File: config.mk
export PLATFORM = sky130hd
export DESIGN_NAME = serial_break_wake
export DESIGN_NICKNAME = d
export VERILOG_FILES = /design/src/design/serial_port_pkg.sv /design/src/design/serial_break_wake.sv
export SDC_FILE = /design/constraint.sdc
export NUM_CORES = 1
export LEC_CHECK = 0
export ABC_CLOCK_PERIOD_IN_PS = 2700
export BUFFER_PORTS_ARGS = -buffer_cell sky130_fd_sc_hd__buf_2
export CAP_MARGIN = 0
export CORE_MARGIN = 2
export CORE_UTILIZATION = 58
export DETAILED_ROUTE_END_ITERATION = 10
export PLACE_DENSITY_LB_ADDON = 0.05
export SKIP_LAST_GASP = 1
export SLEW_MARGIN = 20
export SYNTH_ARGS = -nofsm -noshare
export SYNTH_HDL_FRONTEND = slang
export SYNTH_SLANG_ARGS = --single-unit
File: constraint.sdc
create_clock -name aclk -period 2.7 [get_ports aclk]
set_clock_uncertainty 0.15 [all_clocks]
set_input_delay 0.54 -clock aclk [delete_from_list [all_inputs] [get_ports aclk]]
set_output_delay 0.54 -clock aclk [all_outputs]
set_load 0.1 [all_outputs]
File: src/design/serial_port_pkg.sv
package serial_port_pkg;

    // ----------------------------------------
    // Register map (byte addresses)
    // ----------------------------------------
    localparam logic [7:0] OFS_RX_CTRL = 8'h00;
    localparam logic [7:0] OFS_RX_DATA = 8'h04;
    localparam logic [7:0] OFS_TX_CTRL = 8'h08;
    localparam logic [7:0] OFS_TX_DATA = 8'h0C;
    localparam logic [7:0] OFS_BAUD_CTRL = 8'h10;
    localparam logic [7:0] OFS_DIV_HIGH = 8'h14;
    localparam logic [7:0] OFS_DIV_LOW = 8'h18;
    localparam logic [7:0] OFS_FLAGS = 8'h1C;

    // ----------------------------------------
    // Field positions
    // ----------------------------------------
    localparam int BIT_PORT_ENABLE = 7;
    localparam int BIT_SINGLE_RX = 5;
    localparam int BIT_CONT_RX = 4;
    localparam int BIT_CLOCK_SOURCE = 7;
    localparam int BIT_TX_ENABLE = 5;
    localparam int BIT_SYNC_MODE = 4;
    localparam int BIT_SEND_BREAK = 3;
    localparam int BIT_SHIFTER_EMPTY = 1;
    localparam int BIT_RX_IDLE = 6;
    localparam int BIT_CLOCK_POLARITY = 4;
    localparam int BIT_WAKE_ENABLE = 1;
    localparam int BIT_RX_COMPLETE = 5;
    localparam int BIT_TX_BUF_EMPTY = 4;

    // ----------------------------------------
    // Writable masks, reset values, frames
    // ----------------------------------------
    localparam logic [7:0] MASK_RX_CTRL = 8'hB0;
    localparam logic [7:0] MASK_TX_CTRL = 8'hB8;
    localparam logic [7:0] MASK_BAUD_CTRL = 8'h13;
    localparam logic [7:0] RESET_CTRL = 8'h00;
    localparam logic [7:0] RESET_DIV = 8'h00;
    localparam logic [13:0] BREAK_FRAME = 14'h2000;
    localparam logic [3:0] BREAK_BITS = 4'hE;
    localparam logic [3:0] CHAR_BITS = 4'hA;
    localparam logic [4:0] SYNC_HALF_BITS = 5'h10;
    localparam logic [3:0] RX_STOP_INDEX = 4'h9;
    localparam logic [1:0] RESP_OKAY = 2'h0;
    localparam logic [1:0] RESP_SLVERR = 2'h2;

    typedef enum logic [1:0] {
        ENG_IDLE = 2'b00,
        ENG_ASYNC = 2'b01,
        ENG_SYNC_TX = 2'b10,
        ENG_SYNC_RX = 2'b11
    } engine_e;

    typedef struct packed {
        logic tx_pin;
        logic data_out;
        logic data_oe;
    } serial_out_s;

    typedef struct packed {
        logic awready;
        logic wready;
        logic bvalid;
        logic [1:0] bresp;
        logic arready;
        logic rvalid;
        logic [1:0] rresp;
        logic [31:0] rdata;
        logic aw_got;
        logic w_got;
        logic [7:0] waddr;
        logic [7:0] wdata;
        logic wlane;
        logic [7:0] rx_ctrl;
        logic [7:0] tx_ctrl;
        logic [7:0] baud_ctrl;
        logic [7:0] div_high;
        logic [7:0] div_low;
        logic [7:0] tx_buf;
        logic tx_buf_full;
        logic [7:0] rx_data;
        logic rx_flag;
        logic rx_s1;
        logic rx_s2;
        logic rx_prev;
        logic wake_armed;
        logic rx_busy;
        logic [15:0] rx_cnt;
        logic [3:0] rx_bits;
        logic [7:0] rx_shift;
        engine_e eng;
        logic [13:0] tx_shift;
        logic [4:0] tx_bits;
        logic [15:0] tx_cnt;
        logic tx_break;
        logic phase;
        serial_out_s pins;
    } state_s;

endpackage
File: src/design/serial_break_wake.sv
// What this block does
// - Wake enable holds the receiver idle, watching only for a wake event.
// - Wake detection works only in asynchronous mode.
// - A falling receive-line edge is the wake event.
// - A wake event sets the receive-complete flag.
// - Reading the receive data buffer clears the receive-complete flag.
// - A rising edge after the wake event clears wake enable; reception resumes.
// - A break is a start bit, twelve zero bits and a stop bit.
// - Send-break with transmit enable sends a break, ignoring the written data.
// - Hardware clears send-break after the break's stop bit is sent.
// - A byte buffered during the break is sent right after it.
// - Shifter-empty shows break activity like an ordinary character.
// - With wake on, flag on the falling edge, then flag the next byte.
// - In sync mode with port enable, clock-source select places the port in clocked master mode.
// - Clocked mode is half-duplex: receive and transmit exclude each other.
// - Sync mode with port enable makes transmit pin clock, receive pin data.
// - In master mode the device drives the bit clock itself.
// - Clock polarity one idles the clock high, zero idles it low.
// - Moving the buffer into the shifter sets transmit-buffer-empty.
//
// Our own choices: the register offsets and the AXI4-Lite interface to the registers.
`timescale 1ns/1ns
`default_nettype none

module serial_break_wake (
    input wire logic aclk,
    input wire logic aresetn,
    input wire logic awvalid,
    output logic awready,
    input wire logic [7:0] awaddr,
    input wire logic wvalid,
    output logic wready,
    input wire logic [31:0] wdata,
    input wire logic [3:0] wstrb,
    output logic bvalid,
    input wire logic bready,
    output logic [1:0] bresp,
    input wire logic arvalid,
    output logic arready,
    input wire logic [7:0] araddr,
    output logic rvalid,
    input wire logic rready,
    output logic [31:0] rdata,
    output logic [1:0] rresp,
    input wire logic receive_pin,
    output serial_port_pkg::serial_out_s pins
);
    import serial_port_pkg::*;

    state_s r;
    state_s n;
    logic async_mode;
    logic master_mode;
    logic wake_on;
    logic fall;
    logic rise;
    logic rx_set;
    logic rx_clr;
    logic load_async;
    logic [15:0] divisor;

    // ----------------------------------------
    // Register decode
    // ----------------------------------------
    function automatic logic mapped(input logic [7:0] a);
        mapped = (a[7:5] == 3'h0) && (a[1:0] == 2'h0);
    endfunction

    function automatic logic [7:0] read_value(input state_s s, input logic [7:0] a);
        logic [7:0] v;
        v = 8'h00;
        case (a)
            OFS_RX_CTRL: v = s.rx_ctrl;
            OFS_RX_DATA: v = s.rx_data;
            OFS_TX_CTRL: begin
                v = s.tx_ctrl;
                v[BIT_SHIFTER_EMPTY] = (s.eng == ENG_IDLE);
            end
            OFS_BAUD_CTRL: begin
                v = s.baud_ctrl;
                v[BIT_RX_IDLE] = !s.rx_busy;
            end
            OFS_DIV_HIGH: v = s.div_high;
            OFS_DIV_LOW: v = s.div_low;
            OFS_FLAGS: begin
                v[BIT_RX_COMPLETE] = s.rx_flag;
                v[BIT_TX_BUF_EMPTY] = s.tx_ctrl[BIT_TX_ENABLE] && !s.tx_buf_full;
            end
            default: v = 8'h00;
        endcase
        read_value = v;
    endfunction

    assign divisor = {r.div_high, r.div_low};
    assign async_mode = r.rx_ctrl[BIT_PORT_ENABLE] && !r.tx_ctrl[BIT_SYNC_MODE];
    assign master_mode = r.rx_ctrl[BIT_PORT_ENABLE] && r.tx_ctrl[BIT_SYNC_MODE]
        && r.tx_ctrl[BIT_CLOCK_SOURCE];
    assign wake_on = r.baud_ctrl[BIT_WAKE_ENABLE] && async_mode;
    assign fall = r.rx_prev && !r.rx_s2;
    assign rise = !r.rx_prev && r.rx_s2;
    assign load_async = (r.eng == ENG_IDLE) && async_mode && r.tx_ctrl[BIT_TX_ENABLE]
        && r.tx_buf_full;

    always_comb begin
        n = r;
        rx_set = 1'h0;
        rx_clr = 1'h0;
        // Only the second stage and rx_prev are ever looked at, so metastability stays contained.
        n.rx_s1 = receive_pin;
        n.rx_s2 = r.rx_s1;
        n.rx_prev = r.rx_s2;

        // ----------------------------------------
        // AXI4-Lite slave
        // ----------------------------------------
        if (r.awready && awvalid) begin
            n.aw_got = 1'h1;
            n.waddr = awaddr;
        end
        if (r.wready && wvalid) begin
            n.w_got = 1'h1;
            n.wdata = wdata[7:0];
            n.wlane = wstrb[0];
        end
        if (r.bvalid && bready) begin
            n.bvalid = 1'h0;
        end
        if (r.rvalid && rready) begin
            n.rvalid = 1'h0;
        end
        if (r.arready && arvalid) begin
            n.rvalid = 1'h1;
            n.rresp = mapped(araddr) ? RESP_OKAY : RESP_SLVERR;
            n.rdata = {24'h00_0000, read_value(r, araddr)};
            rx_clr = (araddr == OFS_RX_DATA);
        end

        // ----------------------------------------
        // Wake detection and asynchronous receive
        // ----------------------------------------
        if (!wake_on) begin
            n.wake_armed = 1'h0;
        end
        if (wake_on) begin
            n.rx_busy = 1'h0;
            if (fall) begin
                n.wake_armed = 1'h1;
                rx_set = 1'h1;
            end
            if (r.wake_armed && rise) begin
                n.baud_ctrl[BIT_WAKE_ENABLE] = 1'h0;
                n.wake_armed = 1'h0;
            end
        end else if (async_mode && r.rx_ctrl[BIT_CONT_RX]) begin
            if (!r.rx_busy && fall) begin
                n.rx_busy = 1'h1;
                n.rx_cnt = divisor >> 1;
                n.rx_bits = 4'h0;
            end else if (r.rx_busy && r.rx_cnt == 16'h0000) begin
                n.rx_cnt = divisor;
                n.rx_bits = r.rx_bits + 4'h1;
                if (r.rx_bits == 4'h0 && r.rx_s2) begin
                    n.rx_busy = 1'h0;
                end else if (r.rx_bits == RX_STOP_INDEX) begin
                    n.rx_busy = 1'h0;
                    n.rx_data = r.rx_shift;
                    rx_set = 1'h1;
                end else if (r.rx_bits != 4'h0) begin
                    n.rx_shift = {r.rx_s2, r.rx_shift[7:1]};
                end
            end else if (r.rx_busy) begin
                n.rx_cnt = r.rx_cnt - 16'h0001;
            end
        end else begin
            n.rx_busy = 1'h0;
        end

        // ----------------------------------------
        // Transmit and clocked engine
        // ----------------------------------------
        case (r.eng)
            ENG_IDLE: begin
                n.phase = 1'h0;
                n.tx_cnt = divisor;
                if (load_async) begin
                    n.eng = ENG_ASYNC;
                    n.tx_buf_full = 1'h0;
                    n.tx_break = r.tx_ctrl[BIT_SEND_BREAK];
                    if (r.tx_ctrl[BIT_SEND_BREAK]) begin
                        n.tx_shift = BREAK_FRAME;
                        n.tx_bits = {1'h0, BREAK_BITS};
                    end else begin
                        n.tx_shift = {5'h1F, r.tx_buf, 1'h0};
                        n.tx_bits = {1'h0, CHAR_BITS};
                    end
                end else if (master_mode && r.tx_ctrl[BIT_TX_ENABLE] && r.tx_buf_full) begin
                    n.eng = ENG_SYNC_TX;
                    n.tx_buf_full = 1'h0;
                    n.tx_shift = {6'h00, r.tx_buf};
                    n.tx_bits = SYNC_HALF_BITS;
                end else if (master_mode && !r.tx_ctrl[BIT_TX_ENABLE]
                    && (r.rx_ctrl[BIT_CONT_RX] || r.rx_ctrl[BIT_SINGLE_RX])) begin
                    n.eng = ENG_SYNC_RX;
                    n.tx_bits = SYNC_HALF_BITS;
                end
            end
            ENG_ASYNC: begin
                if (r.tx_cnt == 16'h0000) begin
                    n.tx_cnt = divisor;
                    n.tx_shift = {1'h1, r.tx_shift[13:1]};
                    n.tx_bits = r.tx_bits - 5'h01;
                    if (r.tx_bits == 5'h01) begin
                        n.eng = ENG_IDLE;
                        if (r.tx_break) begin
                            n.tx_ctrl[BIT_SEND_BREAK] = 1'h0;
                        end
                    end
                end else begin
                    n.tx_cnt = r.tx_cnt - 16'h0001;
                end
            end
            ENG_SYNC_TX, ENG_SYNC_RX: begin
                if (r.tx_cnt == 16'h0000) begin
                    n.tx_cnt = divisor;
                    n.phase = !r.phase;
                    n.tx_bits = r.tx_bits - 5'h01;
                    // Data moves as the clock returns to idle, so the far end sees it stable.
                    if (r.phase) begin
                        n.tx_shift = {r.rx_s2, r.tx_shift[13:1]};
                    end
                    if (r.tx_bits == 5'h01) begin
                        n.eng = ENG_IDLE;
                        if (r.eng == ENG_SYNC_RX) begin
                            n.rx_data = n.tx_shift[13:6];
                            n.rx_ctrl[BIT_SINGLE_RX] = 1'h0;
                            rx_set = 1'h1;
                        end
                    end
                end else begin
                    n.tx_cnt = r.tx_cnt - 16'h0001;
                end
            end
            default: n.eng = ENG_IDLE;
        endcase

        // ----------------------------------------
        // Register writes; hardware set beats software clear
        // ----------------------------------------
        if (r.aw_got && r.w_got && !r.bvalid) begin
            n.aw_got = 1'h0;
            n.w_got = 1'h0;
            n.bvalid = 1'h1;
            n.bresp = mapped(r.waddr) ? RESP_OKAY : RESP_SLVERR;
            if (r.wlane) begin
                case (r.waddr)
                    OFS_RX_CTRL: n.rx_ctrl = (n.rx_ctrl & ~MASK_RX_CTRL)
                        | (r.wdata & MASK_RX_CTRL);
                    OFS_TX_CTRL: n.tx_ctrl = (n.tx_ctrl & ~MASK_TX_CTRL)
                        | (r.wdata & MASK_TX_CTRL);
                    OFS_TX_DATA: begin
                        n.tx_buf = r.wdata;
                        n.tx_buf_full = 1'h1;
                    end
                    OFS_BAUD_CTRL: n.baud_ctrl = (n.baud_ctrl & ~MASK_BAUD_CTRL)
                        | (r.wdata & MASK_BAUD_CTRL);
                    OFS_DIV_HIGH: n.div_high = r.wdata;
                    OFS_DIV_LOW: n.div_low = r.wdata;
                    default: n.tx_buf = n.tx_buf;
                endcase
            end
        end
        n.rx_flag = rx_set || (r.rx_flag && !rx_clr);
        n.awready = !n.aw_got && !n.bvalid;
        n.wready = !n.w_got && !n.bvalid;
        n.arready = !n.rvalid;

        // ----------------------------------------
        // Pin drive
        // ----------------------------------------
        // clock line idle level
        if (n.tx_ctrl[BIT_SYNC_MODE] && n.rx_ctrl[BIT_PORT_ENABLE]) begin
            n.pins.tx_pin = n.baud_ctrl[BIT_CLOCK_POLARITY]
                ^ (n.phase && n.eng != ENG_IDLE);
            n.pins.data_oe = (n.eng == ENG_SYNC_TX);
            n.pins.data_out = n.tx_shift[0];
        end else begin
            n.pins.tx_pin = (n.eng == ENG_ASYNC) ? n.tx_shift[0] : 1'h1;
            n.pins.data_oe = 1'h0;
            n.pins.data_out = 1'h0;
        end
    end

    always_ff @(posedge aclk) begin
        if (!aresetn) begin
            r <= '0;
            r.rx_s1 <= 1'h1;
            r.rx_s2 <= 1'h1;
            r.rx_prev <= 1'h1;
            r.pins.tx_pin <= 1'h1;
            r.rx_ctrl <= RESET_CTRL;
            r.tx_ctrl <= RESET_CTRL;
            r.baud_ctrl <= RESET_CTRL;
            r.div_high <= RESET_DIV;
            r.div_low <= RESET_DIV;
        end else begin
            r <= n;
        end
    end

    assign awready = r.awready;
    assign wready = r.wready;
    assign bvalid = r.bvalid;
    assign bresp = r.bresp;
    assign arready = r.arready;
    assign rvalid = r.rvalid;
    assign rdata = r.rdata;
    assign rresp = r.rresp;
    assign pins = r.pins;
endmodule

`default_nettype wire

[Word level (Yosys, flattened, before mapping)]
Cells that the tools add are included.
Storage, ports and cells
  flip-flop bits (word level): 169
  latch bits: 0
  RAM bits: 0
  ROM bits: 0
  input port bits: 60
  memories: 0
Operators by class
  add/subtract/negate cells: 4
  multiply operators: 0
  divide/modulo/power cells: 0
  order comparisons: 0
  eq/ne operators: 23
  shift operators: 0
  mux-type cells: 87
  bitwise logic cells: 10
  reduce and logical (&&, ||, !) cells: 80
Operator list (number)
  $mux W8: 19
  $pmux W37 S3: 1
  $mux W49: 2
  $mux W21: 4
  $eq A8 B5 Y1 const B: 7
  $mux W16: 3
  $mux W1: 39
  $mux W35: 1
  $logic_and A1 B1 Y1: 33
  $logic_not A16 Y1: 2
  $sub A16 B1 Y16 const B: 2
  $reduce_and A3 Y1: 10
  $mux W14: 2
  $eq A8 B4 Y1 const B: 3
  $pmux W4 S6: 1
  $mux W18: 1
  $logic_not A8 Y1: 2
  $or A7 B8 Y8: 2
  $pmux W2 S7: 1
  $logic_not A1 Y1: 13
  $mux W12: 1
  $mux W2: 6
  $pmux W2 S6: 1
  $mux W5: 2
  27 further kinds: 46

[Depth between registers and ports, before layout]
  depth after elaboration: 12
  mapped depth: 10

[Worst setup path before layout]
OpenSTA, ideal clock, no wires.
  kind: register -> register
  from: register r (netlist bit bvalid)
  to: register pins[2] (netlist name)
  arrival time: 2412 ps
  setup slack: 21 ps
  stages on the path, launching flop included: 7
  path buffers: 0
  cells stage by stage: dfxtp_1 -> nor4bb_1 -> nand3_1 -> nor4b_2 -> mux2i_1 -> nand3_1 -> a32o_1
On the way
  cells in the longest elaborated chain, start to end: 5
  elaborated cells on any way between the ends: 6
  classes of those cells: mux: 2; bitwise: 1; reduce/logical: 3
Ends and longest elaborated chain
  start, declared: line serial_break_wake.sv:50  | state_s r;
  start signal, assigned: line serial_break_wake.sv:306  | r <= n;
  $logic_not A1 Y1 *: line serial_break_wake.sv:249  | if (r.aw_got && r.w_got && !r.bvalid) begin
  $logic_and A1 B1 Y1 *: line serial_break_wake.sv:249
  $mux W49 *: line serial_break_wake.sv:249
  $xor A1 B1 Y1 or $logic_and A1 B1 Y1 (tied branches): line serial_break_wake.sv:283, serial_break_wake.sv:281
  $mux W3 *: line serial_break_wake.sv:281  | if (n.tx_ctrl[BIT_SYNC_MODE] && n.rx_ctrl[BIT_PORT_ENABLE]) begin
Mark *: on every way between the ends. The rest lies on a longest branch, timed or not.
A chain may end at the register's enable or synchronous reset.

[Worst setup path after layout]
  from: register r[61] (netlist bit)
  to: register r[76] (netlist bit)
On the way
  cells in the longest elaborated chain, start to end: 10
Ends and longest elaborated chain
  $logic_not A16 Y1 *: line serial_break_wake.sv:159  | end else if (r.rx_busy && r.rx_cnt == 16'h0000) begin
  $logic_and A1 B1 Y1 *: line serial_break_wake.sv:159
  $mux W8 *: line serial_break_wake.sv:159
  $mux W8 *: line serial_break_wake.sv:155  | if (!r.rx_busy && fall) begin
  $mux W8 *: line serial_break_wake.sv:154  | end else if (async_mode && r.rx_ctrl[BIT_CONT_RX]) begin
  $mux W8 *: line serial_break_wake.sv:144  | if (wake_on) begin
  $mux W8: line serial_break_wake.sv:233  | if (r.eng == ENG_SYNC_RX) begin
  $mux W8: line serial_break_wake.sv:231  | if (r.tx_bits == 5'h01) begin
  $mux W8: line serial_break_wake.sv:223  | if (r.tx_cnt == 16'h0000) begin
  $mux W8 *: line serial_break_wake.sv:181  | case (r.eng)
Marked as above.

==> flow_summary.yaml <==
pwr:
  pwr-share-clk_pct: 47.4
  power_switching_uw: 1440
  sw_frac_of_total_pct: 26.3
  leakagePower_uw: 0.00343
  p_per_area_nw_per_um2: 629
  peakVddDrop_v: 0.000515
  combPwrFrac_pct: 9.7
  seq_power_share_pct: 42.8
  finalPower_uw: 5480
  internal_power_uw: 4030
clocking:
  clk_latency_ps: 430
  htreeDepth: 4
  cts_root_buffer: "clkbuf_16"
  clock_path_buffers: 2
  cts_buffers: 17
  hold_buffers: 0
  cts_tree: "built"
  clk_pin_slew_worst_paths_ps: 70
  clock_sinks: 153
yosys:
  synthArstFlopShare_pct: 0
  synth-edff-count: 0
  ys_seq_area_share_pct: 40.1
  avgSynthCellArea_um2: 8.10
  ys_warn_count: 0
  synthesis.area_um2: 7640
  synth-seq-cells: 153
  ys.flop_type: "dfxtp_1"
  syn_inst: 943
  synth_cell_types: 72
floorplanning:
  core_area_um2: 12700
  die_h_um: 119
  initial_core_util_pct: 60.0
  ioPinCount: 104
  die_w_um: 119
  fp-row-count: 41
  dieArea_um2: 14100
route:
  route.met2.wl_mm: 9.78
  wl_met3_mm: 1.11
  drt_iter0_drc: 681
  dr.max_layer_used: "met4"
  wl_per_cell_um: 17.3
  drt-pass1-iter-count: 8
  ant_nets: 0
  drcViolationCount: 0
  met1_length_mm: 8.68
  post_drt_via_cell_ratio: 5.95
  wl_mm: 20.3
  vias: 6985
place:
  dpl_cell_area_um2: 8050
  place_congestion: 0.913
  dp_hpwl_mm: 14.7
  numPortBuffers: 50
  pre_cts_ws_ps: 37.4
outcome:
  status: "finished clean"
setup_path:
  endpoint_kind: "register"
  startpoint_type: "register"
  cp.required_ps: 2860
  cp.arrival_ps: 2740
  crit_type: "reg2reg"
  critPathMaxFanout: 9
  r2r_cells: 7
layout:
  mostFrequentLayoutCells: "dfxtp_1, nand2_1, a21oi_1, nor2_1, buf_2"
  fillers: 1078
  final_nets: 1058
  area_growth_pct: 13.9
  drive_gt1_share_pct: 15.7
  n_antenna_cell: 0
  final_common_cell: "dfxtp_1"
  finish.instance_area_um2: 8700
sta:
  finalSetupViolCount: 0
  finalCritPeriodShare_pct: 95.6
  finalMaxSlewViolations: 0
  tns_ps: 0
  fin_crit_ps: 2580
  hold_viol_final: 0
  max_slew_margin_pct: 49.1
  fmax_mhz: 388
  rsz0062_at_grt: "true"
  finalWorstSetupSlack_ps: 120
  worst_pin_slew_ps: 761
grt:
  grt_max_degree: 60
  first_global_vias: 6511
  grt_use_total_pct: 29.0
  grt_pass1_wl_mm: 32.8
  antenna_found_initial: 0
  grt-ovfl-total: 0
flow_run:
  max-cap-violations: 0
min_path:
  hold_depth: 2
  hp-class: "in2reg"
-- synthesized netlist by cell type (9+ instances only) --
| cell type | instances | area, um2 |
|---|---|---|
| dfxtp_1 | 153 | 3060 |
| nand2_1 | 150 | 563 |
| nor2_1 | 103 | 387 |
| a21oi_1 | 102 | 510 |
| clkbuf_1 | 43 | 161 |
| buf_4 | 40 | 300 |
| mux2i_1 | 31 | 310 |
| o21ai_0 | 23 | 115 |
| a211oi_1 | 22 | 165 |
| a22oi_1 | 21 | 158 |
| nand3_1 | 20 | 100 |
| inv_1 | 19 | 71.3 |
| nor3_1 | 19 | 95.1 |
| a221oi_1 | 11 | 96.3 |
| mux2_2 | 10 | 113 |
| ha_1 | 9 | 113 |
| nor2b_1 | 9 | 56.3 |
| nor4_1 | 9 | 56.3 |
-- area by class of cell --
cell class / instances / area [um2] / area share [%]
multi-input cells: 708 / 4130 / 47.4
well taps: 172 / 215 / 2.47
clock buffers: 20 / 457 / 5.25
flip-flops and latches: 153 / 3060 / 35.2
inverters: 20 / 76.3 / 0.877
clock inverters: 12 / 184 / 2.11
repair buffers: 89 / 581 / 6.67
-- routing by layer --
layer | global-route usage [%] | up-vias
met5 | 0 | -
met1 | 36.5 | 3292
met3 | 5.94 | 48
met2 | 47.5 | 255
li1 | - | 3390
met4 | 13.9 | 0
-- sequential cells by signal, summed over array words and instances (netlist names) --
name	count
rdata	8
awready	1
wready	1
divisor	16
pins	3
r	117
rresp	1
arready	1
n	2
rvalid	1
bvalid	1
bresp	1
-- worst max-delay path, cell delays in order (launching register included) --
cell and delay (ps):
dfxtp_1 350, or4_1 660, nor4b_4 370, buf_4 190
and3_1 280, nand2_4 170, mux2i_1 200, a21oi_1 90
-- what timing repair did --
item,in CTS,in global routing
setup endpoints to repair,1,17
gates resized for setup,1,4
setup buffers,0,0
pin swaps,0,1
-- cells by family after synthesis --
logic type | count (synthesis) | synth area share (%)
AOI/OAI and AO/OA | 244 | 20.9
adders and majority gates | 9 | 1.47
xor gates and xnor gates | 13 | 1.49
muxes | 42 | 5.83
and+or+nand+nor | 374 | 22.9
other | 1 | 0.0491
DFF | 153 | 40.1
buffers and inverters | 107 | 7.35
-- power by group through the flow --
stage                     Clock [uW]  Sequential [uW]  Combinational, uW
after global placement             0             2390                520
after CTS                       2620             2340                530
after global routing            2710             2350                570
final                           2600             2350                532
after floorplan                    0             2420                424
after detailed placement           0             2400                529
-- path summary, 6_finish.rpt --
check	startpoint	to	slack [ps]
max	r[61]	r[76]	120
min	receive_pin	n[73]	140
max reg2reg	r[61]	r[76]	120
min reg2reg	n[73]	n[72]	260
-- per-stage QoR --
stage / hold slack (ps) / util (%) / cells
6_report: 139 / 68.4 / 1174
5_1_grt: 128 / 68.4 / 1174
4_1_cts: 133 / 68.3 / 1174
3_5_place_dp: 244 / 63.2 / 1142
3_3_place_gp: 237 / 63.2 / 1142
2_1_floorplan: 236 / - / 968
Note: power is estimated with default switching activity, not from simulation.
